--- src/hdl/nscr_pkg.sv ---
// package for the node configuration register bank: numbers, masks, resets, carriers
// assumes a single switch clock domain and 32-bit configuration words
package nscr_pkg;

  // register numbers of the node configuration space
  localparam logic [7:0] REG_DEVICE_IDENTITY_INFO = 8'h00;
  localparam logic [7:0] REG_SWITCH_RESOURCE_COUNTS = 8'h01;
  localparam logic [7:0] REG_SWITCH_SECURITY_HEADER_CFG = 8'h04;
  localparam logic [7:0] REG_NODE_IDENTIFIER = 8'h05;
  localparam logic [7:0] REG_PLL_SETTINGS = 8'h06;
  localparam logic [7:0] REG_SWITCH_CLOCK_RATIO = 8'h07;
  localparam logic [7:0] REG_REFERENCE_CLOCK_RATIO = 8'h08;
  localparam logic [7:0] REG_JTAG_IDENTITY_MIRROR = 8'h09;
  localparam logic [7:0] REG_USER_CODE_MIRROR = 8'h0A;
  localparam logic [7:0] REG_ROUTE_DIRECTIONS_LOW = 8'h0C;
  localparam logic [7:0] REG_ROUTE_DIRECTIONS_HIGH = 8'h0D;

  // switch security and header bits
  localparam int CFG_CTL_LOCK_BIT = 31;
  localparam int CFG_PLL_LOCK_BIT = 8;
  localparam int CFG_HDR_BIT = 0;

  // pll settings fields
  localparam int PLL_NO_RESET_BIT = 31;
  localparam int PLL_NO_WAIT_BIT = 30;
  localparam int PLL_BYPASS_BIT = 29;
  localparam int PLL_JTAG_BOOT_BIT = 28;
  localparam int PLL_OD_LSB = 23;
  localparam int PLL_F_LSB = 8;
  localparam int PLL_R_LSB = 0;

  // identity and user code field positions
  localparam int ID_BOOT_LSB = 16;
  localparam int ID_REV_LSB = 8;
  localparam int USER_OTP_LSB = 18;

  // writable bit masks, reserved bits read zero
  localparam logic [31:0] MASK_CFG = 32'h8000_0101;
  localparam logic [31:0] MASK_NODE = 32'h0000_FFFF;
  localparam logic [31:0] MASK_PLL = 32'hF39F_FF7F;
  localparam logic [31:0] MASK_DIV = 32'h0000_FFFF;

  // reset values
  localparam logic [31:0] RST_CFG = 32'h0000_0000;
  localparam logic [15:0] RST_NODE = 16'h0000;
  localparam logic [31:0] RST_PLL = 32'h0000_0000;
  localparam logic [15:0] RST_SWITCH_DIV = 16'h0000;
  localparam logic [15:0] RST_REF_DIV = 16'h0003;
  localparam logic [31:0] RST_DIRS = 32'h0000_0000;

  // edges after reset release before the boot pins are captured
  localparam logic [1:0] BOOT_SETTLE = 2'd2;

  // configuration request from the interconnect
  typedef struct packed {
    logic valid;
    logic write;
    logic [7:0] regNum;
    logic [31:0] wdata;
  } nscr_cfg_req_t;

  // answer to a configuration request
  typedef struct packed {
    logic valid;
    logic refused;
    logic [31:0] rdata;
  } nscr_cfg_rsp_t;

  // pll controls as seen by the clock generator
  typedef struct packed {
    logic update;
    logic tileReset;
    logic waitLock;
    logic bypass;
    logic jtagBoot;
    logic [2:0] outDiv;
    logic [12:0] fbMul;
    logic [6:0] inDiv;
  } nscr_pll_ctl_t;

  // routing decision for one packet
  typedef struct packed {
    logic valid;
    logic isLocal;
    logic [3:0] dir;
  } nscr_route_t;

endpackage : nscr_pkg

--- src/hdl/nscr_regs.sv ---
// node configuration register bank of the on-chip packet switch
// assumes requests arrive one per cycle at most on the switch clock;
// boot select pins come from outside and are synchronised here
//
// What this block does
// - switch config bit 0 picks one-byte headers when set, two-byte when clear
// - switch config bit 31 set refuses writes to switch control registers
// - switch config bit 8 set blocks writes to the pll control register
// - an accepted pll settings write with bit 31 clear requests a tile reset
// - pll write bit 31 set applies settings with no tile reset
// - pll write bit 30 set skips waiting for pll relock
// - pll bit 29 bypasses the pll with the input clock
// - pll bit 28 forces boot through the jtag port
// - pll output divide held in bits 25 to 23
// - pll feedback multiplier held in bits 20 to 8
// - oscillator input divide held in bits 6 to 0
// - switch clock ratio is a 16-bit field resetting to zero
// - reference clock ratio is a 16-bit field resetting to three
// - node identifier is 16 bits, upper half reserved, reset zero
// - identity register shows boot pins, switch revision and version
// - resource register shows link, switch core and device core counts
// - route packets by most significant destination and node id mismatch
// - low direction register holds dimensions 0 to 7, four bits each
// - high direction register holds dimensions 8 to 15, four bits each
// - user code register shows otp user code and metal id code
// - registers are reached by numbered configuration reads and writes
`timescale 1ns/1ps
`default_nettype none

module nscr_regs #(
  parameter logic [7:0] SWITCH_REVISION = 8'h00, // arbitrary value
  parameter logic [7:0] SWITCH_VERSION = 8'h00, // arbitrary value
  parameter logic [7:0] NUM_LINKS = 8'h08,
  parameter logic [7:0] NUM_SWITCH_CORES = 8'h02,
  parameter logic [7:0] NUM_DEVICE_CORES = 8'h02
) (
  input wire logic core_clk,
  input wire logic resetn,
  input wire nscr_pkg::nscr_cfg_req_t cfgReq,
  output var nscr_pkg::nscr_cfg_rsp_t cfgRsp,
  input wire logic [7:0] bootSelectPins,
  input wire logic [31:0] jtagIdentity,
  input wire logic [13:0] otpUserCode,
  input wire logic [17:0] metalIdCode,
  input wire logic routeReqValid,
  input wire logic [15:0] routeDest,
  output var nscr_pkg::nscr_route_t routeOut,
  output logic hdrOneByte,
  output logic [15:0] nodeId,
  output logic [15:0] switchClkDiv,
  output logic [15:0] refClkDiv,
  output var nscr_pkg::nscr_pll_ctl_t pllCtl
);
  import nscr_pkg::*;

  // finds the highest differing bit; top bit says whether any differs
  function automatic logic [4:0] msbMismatch(input logic [15:0] diff);
    logic [4:0] res;
    res = 5'h00;
    for (int i = 0; i < 16; i++) begin
      if (diff[i]) begin
        res = {1'b1, 4'(i)};
      end
    end
    return res;
  endfunction : msbMismatch

  // picks one four-bit direction out of the two direction words
  function automatic logic [3:0] pickDir(input logic [63:0] dirs,
                                         input logic [3:0] dim);
    logic [3:0] res;
    res = 4'h0;
    for (int k = 0; k < 16; k++) begin
      if (dim == 4'(k)) begin
        res = dirs[4*k +: 4];
      end
    end
    return res;
  endfunction : pickDir

  logic [31:0] cfg_q;
  logic [15:0] node_q;
  logic [31:0] pll_q;
  logic [15:0] swDiv_q;
  logic [15:0] refDiv_q;
  logic [31:0] dirLo_q;
  logic [31:0] dirHi_q;
  logic [7:0] bootMeta_q;
  logic [7:0] bootSync_q;
  logic [7:0] bootCap_q;
  logic [1:0] settle_q;
  logic pllUpdate_q;
  logic tileReset_q;
  logic waitLock_q;
  logic rspValid_q;
  logic rspRefused_q;
  logic [31:0] rdata_q;
  logic [31:0] rdata_d;
  logic rdHit;
  logic wrReq;
  logic ctlLocked;
  logic wrCfg;
  logic wrNode;
  logic wrPll;
  logic wrSwDiv;
  logic wrRefDiv;
  logic wrDirLo;
  logic wrDirHi;
  logic wrTaken;
  logic [4:0] mism;
  logic routeValid_q;
  logic routeLocal_q;
  logic [3:0] routeDir_q;

  // write decode; the switch config word itself stays writable so
  // software can lift the control lock again
  assign wrReq = cfgReq.valid && cfgReq.write;
  assign ctlLocked = cfg_q[CFG_CTL_LOCK_BIT];
  assign wrCfg = wrReq && cfgReq.regNum == REG_SWITCH_SECURITY_HEADER_CFG;
  assign wrNode = wrReq && cfgReq.regNum == REG_NODE_IDENTIFIER && !ctlLocked;
  assign wrPll = wrReq && cfgReq.regNum == REG_PLL_SETTINGS && !ctlLocked
                 && !cfg_q[CFG_PLL_LOCK_BIT];
  assign wrSwDiv = wrReq && cfgReq.regNum == REG_SWITCH_CLOCK_RATIO && !ctlLocked;
  assign wrRefDiv = wrReq && cfgReq.regNum == REG_REFERENCE_CLOCK_RATIO && !ctlLocked;
  assign wrDirLo = wrReq && cfgReq.regNum == REG_ROUTE_DIRECTIONS_LOW && !ctlLocked;
  assign wrDirHi = wrReq && cfgReq.regNum == REG_ROUTE_DIRECTIONS_HIGH && !ctlLocked;
  assign wrTaken = wrCfg || wrNode || wrPll || wrSwDiv || wrRefDiv
                   || wrDirLo || wrDirHi;

  // switch security and header word
  always_ff @(posedge core_clk or negedge resetn) begin
    if (!resetn) begin
      cfg_q <= RST_CFG;
    end else if (wrCfg) begin
      cfg_q <= cfgReq.wdata & MASK_CFG;
    end
  end

  // node identifier
  always_ff @(posedge core_clk or negedge resetn) begin
    if (!resetn) begin
      node_q <= RST_NODE;
    end else if (wrNode) begin
      node_q <= cfgReq.wdata[15:0];
    end
  end

  // pll settings word, reserved bits dropped
  always_ff @(posedge core_clk or negedge resetn) begin
    if (!resetn) begin
      pll_q <= RST_PLL;
    end else if (wrPll) begin
      pll_q <= cfgReq.wdata & MASK_PLL;
    end
  end

  // one-cycle effects of an accepted pll write
  always_ff @(posedge core_clk or negedge resetn) begin
    if (!resetn) begin
      pllUpdate_q <= 1'b0;
      tileReset_q <= 1'b0;
      waitLock_q <= 1'b0;
    end else begin
      pllUpdate_q <= wrPll;
      tileReset_q <= wrPll && !cfgReq.wdata[PLL_NO_RESET_BIT];
      waitLock_q <= wrPll && !cfgReq.wdata[PLL_NO_WAIT_BIT];
    end
  end

  // clock ratio fields
  always_ff @(posedge core_clk or negedge resetn) begin
    if (!resetn) begin
      swDiv_q <= RST_SWITCH_DIV;
      refDiv_q <= RST_REF_DIV;
    end else begin
      if (wrSwDiv) begin
        swDiv_q <= cfgReq.wdata[15:0];
      end
      if (wrRefDiv) begin
        refDiv_q <= cfgReq.wdata[15:0];
      end
    end
  end

  // routing direction words
  always_ff @(posedge core_clk or negedge resetn) begin
    if (!resetn) begin
      dirLo_q <= RST_DIRS;
      dirHi_q <= RST_DIRS;
    end else begin
      if (wrDirLo) begin
        dirLo_q <= cfgReq.wdata;
      end
      if (wrDirHi) begin
        dirHi_q <= cfgReq.wdata;
      end
    end
  end

  // boot pin synchroniser
  always_ff @(posedge core_clk or negedge resetn) begin
    if (!resetn) begin
      bootMeta_q <= 8'h00;
      bootSync_q <= 8'h00;
    end else begin
      bootMeta_q <= bootSelectPins;
      bootSync_q <= bootMeta_q;
    end
  end

  // catch the boot pins once, after the synchroniser has filled
  always_ff @(posedge core_clk or negedge resetn) begin
    if (!resetn) begin
      settle_q <= 2'd0;
      bootCap_q <= 8'h00;
    end else if (settle_q != 2'd3) begin
      settle_q <= settle_q + 2'd1;
      if (settle_q == BOOT_SETTLE) begin
        bootCap_q <= bootSync_q;
      end
    end
  end

  // read mux; unmapped numbers read zero
  always_comb begin
    rdata_d = 32'h0000_0000;
    rdHit = 1'b1;
    case (cfgReq.regNum)
      REG_DEVICE_IDENTITY_INFO: begin
        rdata_d = {8'h00, bootCap_q, SWITCH_REVISION, SWITCH_VERSION};
      end
      REG_SWITCH_RESOURCE_COUNTS: begin
        rdata_d = {8'h00, NUM_LINKS, NUM_SWITCH_CORES, NUM_DEVICE_CORES};
      end
      REG_SWITCH_SECURITY_HEADER_CFG: rdata_d = cfg_q;
      REG_NODE_IDENTIFIER: rdata_d = {16'h0000, node_q};
      REG_PLL_SETTINGS: rdata_d = pll_q;
      REG_SWITCH_CLOCK_RATIO: rdata_d = {16'h0000, swDiv_q};
      REG_REFERENCE_CLOCK_RATIO: rdata_d = {16'h0000, refDiv_q};
      REG_JTAG_IDENTITY_MIRROR: rdata_d = jtagIdentity;
      REG_USER_CODE_MIRROR: rdata_d = {otpUserCode, metalIdCode};
      REG_ROUTE_DIRECTIONS_LOW: rdata_d = dirLo_q;
      REG_ROUTE_DIRECTIONS_HIGH: rdata_d = dirHi_q;
      default: begin
        rdHit = 1'b0;
      end
    endcase
  end

  // answer one cycle after each request
  always_ff @(posedge core_clk or negedge resetn) begin
    if (!resetn) begin
      rspValid_q <= 1'b0;
      rspRefused_q <= 1'b0;
      rdata_q <= 32'h0000_0000;
    end else begin
      rspValid_q <= cfgReq.valid;
      rspRefused_q <= cfgReq.valid && (cfgReq.write ? !wrTaken : !rdHit);
      if (cfgReq.valid && !cfgReq.write) begin
        rdata_q <= rdata_d;
      end
    end
  end

  // routing decision, registered
  assign mism = msbMismatch(routeDest ^ node_q);

  always_ff @(posedge core_clk or negedge resetn) begin
    if (!resetn) begin
      routeValid_q <= 1'b0;
      routeLocal_q <= 1'b0;
      routeDir_q <= 4'h0;
    end else begin
      routeValid_q <= routeReqValid;
      if (routeReqValid) begin
        routeLocal_q <= !mism[4];
        routeDir_q <= mism[4] ? pickDir({dirHi_q, dirLo_q}, mism[3:0]) : 4'h0;
      end
    end
  end

  // outputs from the register state
  assign cfgRsp = '{valid: rspValid_q, refused: rspRefused_q, rdata: rdata_q};
  assign routeOut = '{valid: routeValid_q, isLocal: routeLocal_q, dir: routeDir_q};
  assign hdrOneByte = cfg_q[CFG_HDR_BIT];
  assign nodeId = node_q;
  assign switchClkDiv = swDiv_q;
  assign refClkDiv = refDiv_q;
  // one driver for the whole pll control word
  assign pllCtl = '{update: pllUpdate_q,
                    tileReset: tileReset_q,
                    waitLock: waitLock_q,
                    bypass: pll_q[PLL_BYPASS_BIT],
                    jtagBoot: pll_q[PLL_JTAG_BOOT_BIT],
                    outDiv: pll_q[PLL_OD_LSB +: 3],
                    fbMul: pll_q[PLL_F_LSB +: 13],
                    inDiv: pll_q[PLL_R_LSB +: 7]};
endmodule : nscr_regs

`default_nettype wire

--- config.mk ---
export PLATFORM = sky130hd
export DESIGN_NAME = nscr_regs
export DESIGN_NICKNAME = d
export VERILOG_FILES = /design/src/hdl/nscr_pkg.sv /design/src/hdl/nscr_regs.sv
export SDC_FILE = /design/constraint.sdc
export NUM_CORES = 1
export LEC_CHECK = 0
export ABC_AREA = 1
export BUFFER_PORTS_ARGS = -buffer_cell sky130_fd_sc_hd__buf_2
export CAP_MARGIN = 10
export CORE_MARGIN = 4
export CORE_UTILIZATION = 50
export CTS_CLUSTER_SIZE = 24
export DETAILED_ROUTE_END_ITERATION = 16
export GPL_ROUTABILITY_DRIVEN = 0
export GPL_TIMING_DRIVEN = 0
export PLACE_DENSITY_LB_ADDON = 0.08
export SETUP_SLACK_MARGIN = 0.02
export SKIP_CTS_REPAIR_TIMING = 1
export SLEW_MARGIN = 20
export SYNTH_ARGS = -nofsm -noshare
export SYNTH_HDL_FRONTEND = slang
export SYNTH_SLANG_ARGS = --single-unit
export TNS_END_PERCENT = 10
--- constraint.sdc ---
create_clock -name core_clk -period 3.12 [get_ports core_clk]
set_clock_uncertainty 0.1 [all_clocks]
set_input_delay 0.468 -clock core_clk [delete_from_list [all_inputs] [get_ports core_clk]]
set_output_delay 0.468 -clock core_clk [all_outputs]
set_load 0.05 [all_outputs]
==> impl_metrics.prom, run 1 <==
# TYPE chip_impl_metric gauge
chip_impl_info{name="outcome",value="complete, no violations"} 1
chip_impl_info{name="worst-setup-path-type",value="primary input to flip-flop"} 1
chip_impl_metric{name="synth_async_sr_flop_share",unit="%"} 100
chip_impl_metric{name="setup-tns-final",unit="ns"} 0
chip_impl_metric{name="synthCells",unit=""} 1185
chip_impl_metric{name="wl_per_cell",unit="um"} 21.0
chip_impl_metric{name="initial_core_util",unit="%"} 50.8
chip_impl_metric{name="max_freq",unit="MHz"} 330
chip_impl_info{name="hp-class",value="primary input to flip-flop"} 1
chip_impl_metric{name="ir_worst_vdd",unit="uV"} 718
chip_impl_metric{name="global_route.overflow_total",unit=""} 0
chip_impl_metric{name="global_route_wire_length_before_repair",unit="mm"} 55.2
chip_impl_metric{name="syn-cell-area",unit="sq mm"} 0.0103
chip_impl_metric{name="synth_seq_area_share",unit="%"} 51.5
chip_impl_metric{name="cts-root-to-sink-buffers",unit=""} 3
chip_impl_metric{name="y_dimension_of_the_die",unit="um"} 151
chip_impl_metric{name="global_route.usage.total",unit="%"} 32.1
chip_impl_metric{name="initial_antenna_violation_count",unit=""} 0
chip_impl_info{name="cp-start-kind",value="primary input"} 1
chip_impl_metric{name="min_period",unit="ns"} 3.03
chip_impl_metric{name="slew_violations",unit=""} 0
chip_impl_metric{name="timing.hold.ws",unit="ns"} 0.0334
chip_impl_info{name="worst_r2r_startpoint",value="nodeId[2]"} 1
chip_impl_metric{name="width_of_the_die",unit="um"} 151
chip_impl_metric{name="area_growth_syn_to_fin",unit="%"} 26.1
chip_impl_info{name="ys_flop_type",value="sky130_fd_sc_hd__dfrtp_1"} 1
chip_impl_metric{name="drt_iter0_drc",unit=""} 1001
chip_impl_metric{name="via_count_of_the_first_global_routing_pass",unit=""} 9425
chip_impl_info{name="timing.critical_path.to",value="pll_q[14]"} 1
chip_impl_info{name="critical_r2r_capture",value="routeDir_q[0]"} 1
chip_impl_metric{name="worst-path-max-fanout",unit=""} 10
chip_impl_metric{name="setup-violations-final",unit=""} 0
chip_impl_metric{name="drt_pass1_iterations",unit=""} 5
chip_impl_metric{name="netlist-cell-type-count",unit=""} 49
chip_impl_metric{name="grt_max_degree",unit=""} 99
chip_impl_metric{name="n_antenna_cell",unit=""} 0
chip_impl_metric{name="worst_skew_pair.late_latency",unit="ns"} 0.52
chip_impl_info{name="post-synth-top-count-cell",value="sky130_fd_sc_hd__nand2_1"} 1
chip_impl_info{name="timing.hold.worst.start",value="cfgReq[30]"} 1
chip_impl_info{name="rsz0062_at_grt",value="true"} 1
chip_impl_metric{name="portBuffers",unit=""} 249
chip_impl_metric{name="r2r_slack",unit="ns"} 0.28
chip_impl_info{name="clockRootBuffer",value="sky130_fd_sc_hd__clkbuf_16"} 1
chip_impl_metric{name="timing_hold_violations_final",unit=""} 0
chip_impl_info{name="tritoncts",value="yes"} 1
chip_impl_metric{name="detail_route.wirelength",unit="mm"} 37.0
chip_impl_info{name="synth_top_cell_by_area",value="sky130_fd_sc_hd__dfrtp_1"} 1
chip_impl_info{name="most_area_consuming_cells_after_synthesis",value="sky130_fd_sc_hd__dfrtp_1 (51%), sky130_fd_sc_hd__nand2_1 (12%), sky130_fd_sc_hd__o21ai_0 (7.5%), sky130_fd_sc_hd__inv_1 (3.6%), sky130_fd_sc_hd__a221oi_1 (3.4%)"} 1
chip_impl_metric{name="ioPinCount",unit=""} 250
chip_impl_metric{name="max_cap_viols",unit=""} 0
chip_impl_metric{name="fp.dieArea",unit="sq mm"} 0.0229
chip_impl_metric{name="rows",unit=""} 52
chip_impl_metric{name="drive_above_1_share",unit="%"} 27.1
chip_impl_info{name="most_numerous_cell_types_in_the_synthesized_netlist",value="sky130_fd_sc_hd__nand2_1 (319), sky130_fd_sc_hd__dfrtp_1 (209), sky130_fd_sc_hd__o21ai_0 (153), sky130_fd_sc_hd__inv_1 (98), sky130_fd_sc_hd__nor2_1 (57)"} 1
chip_impl_metric{name="p_per_area",unit="mW/mm^2"} 505
chip_impl_metric{name="ys_ff_latch",unit=""} 211
chip_impl_metric{name="synthDominantCellAreaShare",unit="%"} 51.0
chip_impl_info{name="end_kind",value="flip-flop"} 1
chip_impl_info{name="setup.worst_path.start",value="cfgReq[37]"} 1
chip_impl_metric{name="number_of_flops_mapped_to_enable_cells_by_yosys",unit=""} 0
chip_impl_metric{name="via_per_inst",unit=""} 5.66
chip_impl_metric{name="antenna_left",unit=""} 0
chip_impl_metric{name="post_synth.cell_area_avg",unit="sq um"} 8.65
chip_impl_metric{name="finalCritPeriodShare",unit="%"} 97.3
chip_impl_metric{name="synth_warnings",unit=""} 0
chip_impl_metric{name="design.core.area",unit="sq mm"} 0.0202
chip_impl_metric{name="fin_cells",unit=""} 1759
chip_impl_metric{name="cts_made_buffers",unit=""} 23
chip_impl_metric{name="drc",unit=""} 0
chip_impl_metric{name="worst_ep_required_time",unit="ns"} 3.38
chip_impl_metric{name="detailedPlacementHpwl",unit="mm"} 27.4
chip_impl_metric{name="power.static_leakage",unit="nW"} 6.57
chip_impl_metric{name="routed-via-count",unit=""} 9952
chip_impl_metric{name="numClockSinks",unit=""} 211
chip_impl_metric{name="max_slew.worst_pin.slew",unit="ns"} 1.15
chip_impl_metric{name="fillCellCount",unit=""} 1790
chip_impl_metric{name="nNetsFinal",unit=""} 1609
chip_impl_metric{name="cp.arrival",unit="ns"} 3.29
chip_impl_metric{name="timing.slew.headroom",unit="%"} 22.5
chip_impl_metric{name="dp_cells",unit=""} 1706
chip_impl_metric{name="clkTransAtPathRegs",unit="ns"} 0.06
chip_impl_metric{name="deepest_level_of_the_cts_h_tree",unit=""} 1
chip_impl_metric{name="mappedNetlistNets",unit=""} 1320
chip_impl_metric{name="worstRegToRegCells",unit=""} 30
==> per-stage QoR <==
step           area [sq um]  setup WS [ns]  utilization, %  power (W)
6_report              12900         0.0851            64.1    0.00652
2_1_floorplan         10300          0.511               -    0.00323
4_1_cts               12800        -0.0982            63.2    0.00653
3_5_place_dp          11900         -0.631            59.0    0.00352
5_1_grt               12900        -0.0151            64.1    0.00673
3_3_place_gp          11800          -2.11            58.7    0.00350
==> flip-flops by register name, indices dropped and copies added (netlist names), 2 cells and up <==
register,cells
bootCap_q,8
pll_q,27
dirLo_q,32
dirHi_q,32
switchClkDiv,16
routeDir_q,4
bootMeta_q,8
cfg_q,3
bootSync_q,8
rdata_q,32
refClkDiv,16
nodeId,16
settle_q,2
==> layout by cell type (no fill, tap or decap), drive strengths merged, types with 27 or more instances in the layout <==
master	count
inv	120
a21oi	27
a221oi	40
dfrtp	209
nor2	73
clkbuf	71
buf	292
o21ai	162
nand2	326
==> layout make-up <==
| class | count | area (sq um) | area share, % |
|---|---|---|---|
| clock buffer | 30 | 662 | 5.12 |
| timing repair buffer | 264 | 1440 | 11.1 |
| sequential | 211 | 5280 | 40.9 |
| clock inverter | 10 | 184 | 1.42 |
| tap | 270 | 338 | 2.61 |
| buffer | 80 | 435 | 3.37 |
| multi-input combinational | 772 | 4120 | 31.9 |
| inverter | 122 | 468 | 3.62 |
==> metal layers <==
| layer | GRT usage (%) | vias up | wire (um) | share of wire [%] |
|---|---|---|---|---|
| met2 | 48.8 | 603 | 16600 | 45 |
| li1 | - | 4488 | - | - |
| met5 | 0 | - | 0 | 0 |
| met4 | 10.1 | 0 | 1130 | 3.0 |
| met1 | 45.8 | 4783 | 15300 | 41 |
| met3 | 7.54 | 78 | 4010 | 11 |
==> power breakdown <==
part	total, W	switching (W)	internal [W]
clock network	0.00303	0.00113	0.00190
logic	0.000616	0.000427	0.000190
registers	0.00287	0.0000588	0.00281
total	0.00652	0.00162	0.00491
==> cells by family after synthesis <==
kind of cell | count (synthesis) | share of synthesized area, %
mux | 8 | 0.879
simple gates | 457 | 19.8
flops | 211 | 51.5
xor+xnor | 15 | 1.43
buf+inv | 202 | 8.81
fa+ha+maj | 2 | 0.244
compound gates | 290 | 17.3
==> worst max-delay path: stages <==
cell and delay (ns):
sky130_fd_sc_hd__buf_2 0.12, sky130_fd_sc_hd__nor4_4 0.39, sky130_fd_sc_hd__inv_2 0.16, sky130_fd_sc_hd__nor2_4 0.25
sky130_fd_sc_hd__inv_1 0.15, sky130_fd_sc_hd__nor2_2 0.28, sky130_fd_sc_hd__inv_1 0.27, sky130_fd_sc_hd__nor3_4 0.40
sky130_fd_sc_hd__clkbuf_1 0.64, sky130_fd_sc_hd__o21ai_0 0.17
==> worst min-delay path by stage <==
stage | end | slack, ns | cells after the start
after global placement | bootSync_q[4] | 0.23 | 0
after detailed placement | bootSync_q[3] | 0.23 | 0
after floorplan | bootCap_q[0] | 0.07 | 0
after global routing | waitLock_q | 0.04 | 2
final | waitLock_q | 0.03 | 2
after CTS | pll_q[3] | -0.22 | 1
No activity file was read; power rests on OpenSTA's default activity.
==> run 2, diff against run 1 <==
- ABC_AREA: 1 -> unset
==> run 2 against run 1 <==
Register-to-register slack worse by 0.17 ns. Global-route usage down 1.7 points. Critical path type is now flip-flop to flip-flop. Clock power decreased by 13%. Die area shrank 2.8%. Sequential power up 3%. First-iteration DRC count is 9.9% lower. Highest routed layer is now met5.
==> impl_metrics.prom, run 2 <==
# TYPE chip_impl_metric gauge
chip_impl_metric{name="timing.slew.headroom",unit="%"} 37.0
chip_impl_metric{name="yosys.area_share.simple",unit="%"} 9.17
chip_impl_metric{name="synthMuxAreaShare",unit="%"} 14.9
chip_impl_metric{name="timing_hold_violations_final",unit=""} 0
chip_impl_metric{name="finalCritPeriodShare",unit="%"} 96.6
chip_impl_metric{name="ys_ff_latch",unit=""} 211
chip_impl_metric{name="antenna_left",unit=""} 0
chip_impl_metric{name="synth_seq_area_share",unit="%"} 53.1
chip_impl_metric{name="drt_iter0_drc",unit=""} 902
chip_impl_metric{name="multi_input_area",unit="sq mm"} 0.00436
chip_impl_metric{name="yosys.area_share.adder",unit="%"} 0.251
chip_impl_metric{name="netlist-cell-type-count",unit=""} 65
chip_impl_metric{name="grt_max_degree",unit=""} 84
chip_impl_metric{name="number_of_flops_mapped_to_enable_cells_by_yosys",unit=""} 0
chip_impl_metric{name="worst-path-max-fanout",unit=""} 10
chip_impl_metric{name="synthCells",unit=""} 861
chip_impl_metric{name="power.static_leakage",unit="nW"} 6.18
chip_impl_info{name="layout_commonest_cell",value="sky130_fd_sc_hd__buf_2"} 1
chip_impl_info{name="most_area_consuming_cells_after_synthesis",value="sky130_fd_sc_hd__dfrtp_1 (53%), sky130_fd_sc_hd__mux2_2 (12%), sky130_fd_sc_hd__nand2_1 (4.1%), sky130_fd_sc_hd__a22oi_1 (3.2%), sky130_fd_sc_hd__a222oi_1 (2.6%)"} 1
chip_impl_metric{name="post_synth_xor_area_fraction",unit="%"} 2.36
chip_impl_metric{name="global_route.overflow_total",unit=""} 0
chip_impl_metric{name="drive_above_1_share",unit="%"} 38.4
chip_impl_metric{name="syn-cell-area",unit="sq mm"} 0.00995
chip_impl_metric{name="via_per_inst",unit=""} 6.10
chip_impl_metric{name="routed-via-count",unit=""} 8717
chip_impl_metric{name="p_per_area",unit="mW/mm^2"} 515
chip_impl_metric{name="ir_worst_vdd",unit="uV"} 379
chip_impl_info{name="timing.hold.worst_endpoint",value="rspValid_q"} 1
chip_impl_metric{name="ioPinCount",unit=""} 250
chip_impl_metric{name="area_growth_syn_to_fin",unit="%"} 26.1
chip_impl_metric{name="detailedPlacementHpwl",unit="mm"} 25.3
chip_impl_info{name="cp-start-kind",value="flip-flop"} 1
chip_impl_metric{name="fp.dieArea",unit="sq mm"} 0.0222
chip_impl_metric{name="synthDominantCellAreaShare",unit="%"} 52.6
chip_impl_metric{name="detail_route.wirelength",unit="mm"} 34.5
chip_impl_metric{name="worst_hold_path.num_cells",unit=""} 1
chip_impl_metric{name="cts_made_buffers",unit=""} 22
chip_impl_info{name="worst-setup-path-type",value="flip-flop to flip-flop"} 1
chip_impl_metric{name="y_dimension_of_the_die",unit="um"} 149
chip_impl_metric{name="wl_per_cell",unit="um"} 24.1
chip_impl_info{name="outcome",value="complete, no violations"} 1
chip_impl_info{name="timing.hold.worst.start",value="cfgReq[41]"} 1
chip_impl_info{name="hp-class",value="primary input to flip-flop"} 1
chip_impl_metric{name="timing.hold.ws",unit="ns"} 0.0276
chip_impl_info{name="critical_r2r_capture",value="routeDir_q[3]"} 1
chip_impl_metric{name="portBuffers",unit=""} 249
chip_impl_metric{name="max_slew.worst_pin.slew",unit="ns"} 0.937
chip_impl_metric{name="drt_pass1_iterations",unit=""} 8
chip_impl_metric{name="max_freq",unit="MHz"} 332
chip_impl_metric{name="drc",unit=""} 0
chip_impl_info{name="most-common-layout-cells",value="sky130_fd_sc_hd__buf_2 (250), sky130_fd_sc_hd__dfrtp_1 (209), sky130_fd_sc_hd__nand2_1 (110)"} 1
chip_impl_metric{name="cp.arrival",unit="ns"} 3.34
chip_impl_metric{name="setup-violations-final",unit=""} 0
chip_impl_metric{name="rows",unit=""} 51
chip_impl_info{name="rsz0062_at_grt",value="true"} 1
chip_impl_info{name="synth_top_cell_by_area",value="sky130_fd_sc_hd__dfrtp_1"} 1
chip_impl_info{name="routed.top_layer",value="met5"} 1
chip_impl_info{name="ys_flop_type",value="sky130_fd_sc_hd__dfrtp_1"} 1
chip_impl_metric{name="post_synth.cell_area_avg",unit="sq um"} 11.6
chip_impl_metric{name="worstRegToRegCells",unit=""} 8
chip_impl_metric{name="synth_async_sr_flop_share",unit="%"} 100
chip_impl_metric{name="design.core.area",unit="sq mm"} 0.0195
chip_impl_info{name="top_regs",value="dirHi_q (32), dirLo_q (32), rdata_q (32)"} 1
chip_impl_metric{name="min_period",unit="ns"} 3.01
chip_impl_info{name="end_kind",value="flip-flop"} 1
chip_impl_metric{name="nNetsFinal",unit=""} 1283
chip_impl_metric{name="width_of_the_die",unit="um"} 149
chip_impl_metric{name="utilization",unit="%"} 64.3
chip_impl_info{name="most_numerous_cell_types_in_the_synthesized_netlist",value="sky130_fd_sc_hd__dfrtp_1 (209), sky130_fd_sc_hd__nand2_1 (110), sky130_fd_sc_hd__mux2_2 (103), sky130_fd_sc_hd__nor2_1 (53), sky130_fd_sc_hd__a22oi_1 (42)"} 1
chip_impl_info{name="main_combinational_cell_family_by_area_after_synthesis",value="compound AO/OA/AOI/OAI gates"} 1
chip_impl_metric{name="mappedNetlistNets",unit=""} 996
chip_impl_metric{name="deepest_level_of_the_cts_h_tree",unit=""} 1
chip_impl_metric{name="r2r_slack",unit="ns"} 0.11
chip_impl_metric{name="synth_warnings",unit=""} 0
chip_impl_metric{name="slew_violations",unit=""} 0
chip_impl_metric{name="numClockSinks",unit=""} 211
chip_impl_metric{name="cts-root-to-sink-buffers",unit=""} 3
chip_impl_metric{name="max_cap_viols",unit=""} 0
chip_impl_metric{name="seqCellArea",unit="sq mm"} 0.00528
chip_impl_metric{name="worst_skew_pair.late_latency",unit="ns"} 0.50
chip_impl_metric{name="fillCellCount",unit=""} 1648
chip_impl_metric{name="dr_wl_met3",unit="mm"} 3.11
chip_impl_info{name="clockRootBuffer",value="sky130_fd_sc_hd__clkbuf_16"} 1
chip_impl_metric{name="initial_antenna_violation_count",unit=""} 4
chip_impl_info{name="worst_r2r_startpoint",value="nodeId[8]"} 1
chip_impl_info{name="post-synth-top-count-cell",value="sky130_fd_sc_hd__dfrtp_1"} 1
chip_impl_metric{name="complex_gate_fraction_of_the_synthesized_area",unit="%"} 16.0
chip_impl_metric{name="clkTransAtPathRegs",unit="ns"} 0.07
chip_impl_metric{name="via_count_of_the_first_global_routing_pass",unit=""} 8656
chip_impl_metric{name="global_route.usage.total",unit="%"} 30.4
chip_impl_metric{name="global_route_wire_length_before_repair",unit="mm"} 51.5
chip_impl_info{name="tritoncts",value="yes"} 1
chip_impl_metric{name="detailroute.wirelength.met2",unit="mm"} 15.9
chip_impl_metric{name="initial_core_util",unit="%"} 51.0
chip_impl_metric{name="wl_met1",unit="mm"} 14.4
chip_impl_metric{name="worst_ep_required_time",unit="ns"} 3.44
## run 2: layout make-up
class | instances | share of cell area, %
repair buffers | 263 | 11.3
clock buffers | 34 | 5.31
plain buffers | 74 | 3.20
flip-flops and latches | 211 | 42.1
well taps | 265 | 2.64
diodes | 2 | 0.0399
inverters | 6 | 0.179
multi-input cells | 570 | 34.8
clock inverters | 5 | 0.429
## run 2: layer usage
layer | vias up | track usage (%)
li1 | 3817 | -
met1 | 4371 | 43.0
met2 | 447 | 47.5
met3 | 78 | 5.80
met4 | 4 | 9.98
met5 | - | 0
## run 2: worst max-delay path, cell delays in order, from the launching register on
cell and delay (ns):
sky130_fd_sc_hd__dfrtp_1 0.48, sky130_fd_sc_hd__xnor2_1 0.39, sky130_fd_sc_hd__a211oi_1 0.21, sky130_fd_sc_hd__a311oi_4 0.54, sky130_fd_sc_hd__nand2_1 0.22, sky130_fd_sc_hd__o32ai_1 0.30, sky130_fd_sc_hd__o211ai_1 0.14, sky130_fd_sc_hd__a311o_1 0.40
sky130_fd_sc_hd__a21oi_1 0.16
## run 2: stage by stage
step | power [W] | instances | cell area [sq um] | worst slack (ns) | setup TNS, ns
after floorplan | 0.00348 | 861 | 9950 | 0.117 | 0
after global placement | 0.00383 | 1375 | 11500 | -2.16 | -529.12
after detailed placement | 0.00385 | 1378 | 11600 | -0.532 | -34.64
after CTS | 0.00647 | 1417 | 12300 | -0.102 | -0.108
after global routing | 0.00669 | 1430 | 12500 | -0.00704 | -0.00704
final | 0.00646 | 1430 | 12500 | 0.106 | 0
## run 2: how the worst max path moves through the flow
stage	from	end	slack, ns	cells past startpoint
5_1_grt	nodeId[5]	routeDir_q[3]	-0.007	8
4_1_cts	nodeId[13]	routeDir_q[3]	-0.10	8
3_5_place_dp	cfgReq[37]	dirHi_q[31]	-0.53	7
2_1_floorplan	nodeId[6]	routeDir_q[3]	0.12	8
6_report	nodeId[8]	routeDir_q[3]	0.11	8
3_3_place_gp	resetn	settle_q[0]	-2.16	1
## run 2: report_power, final
part | total [W] | switching, W | internal, W | leakage [nW]
clock | 0.00263 | 0.00108 | 0.00155 | 0.357
sequential | 0.00295 | 0.0000927 | 0.00286 | 2.78
combinational | 0.000881 | 0.000616 | 0.000266 | 3.04
## run 2: cell families after synthesis
group,after synthesis
adder cells (fa/ha/maj),2
multiplexers,131
flip-flops,211
buffers and inverters,80
AO/OA/AOI/OAI,200
AND/OR/NAND/NOR,211
XOR/XNOR,26
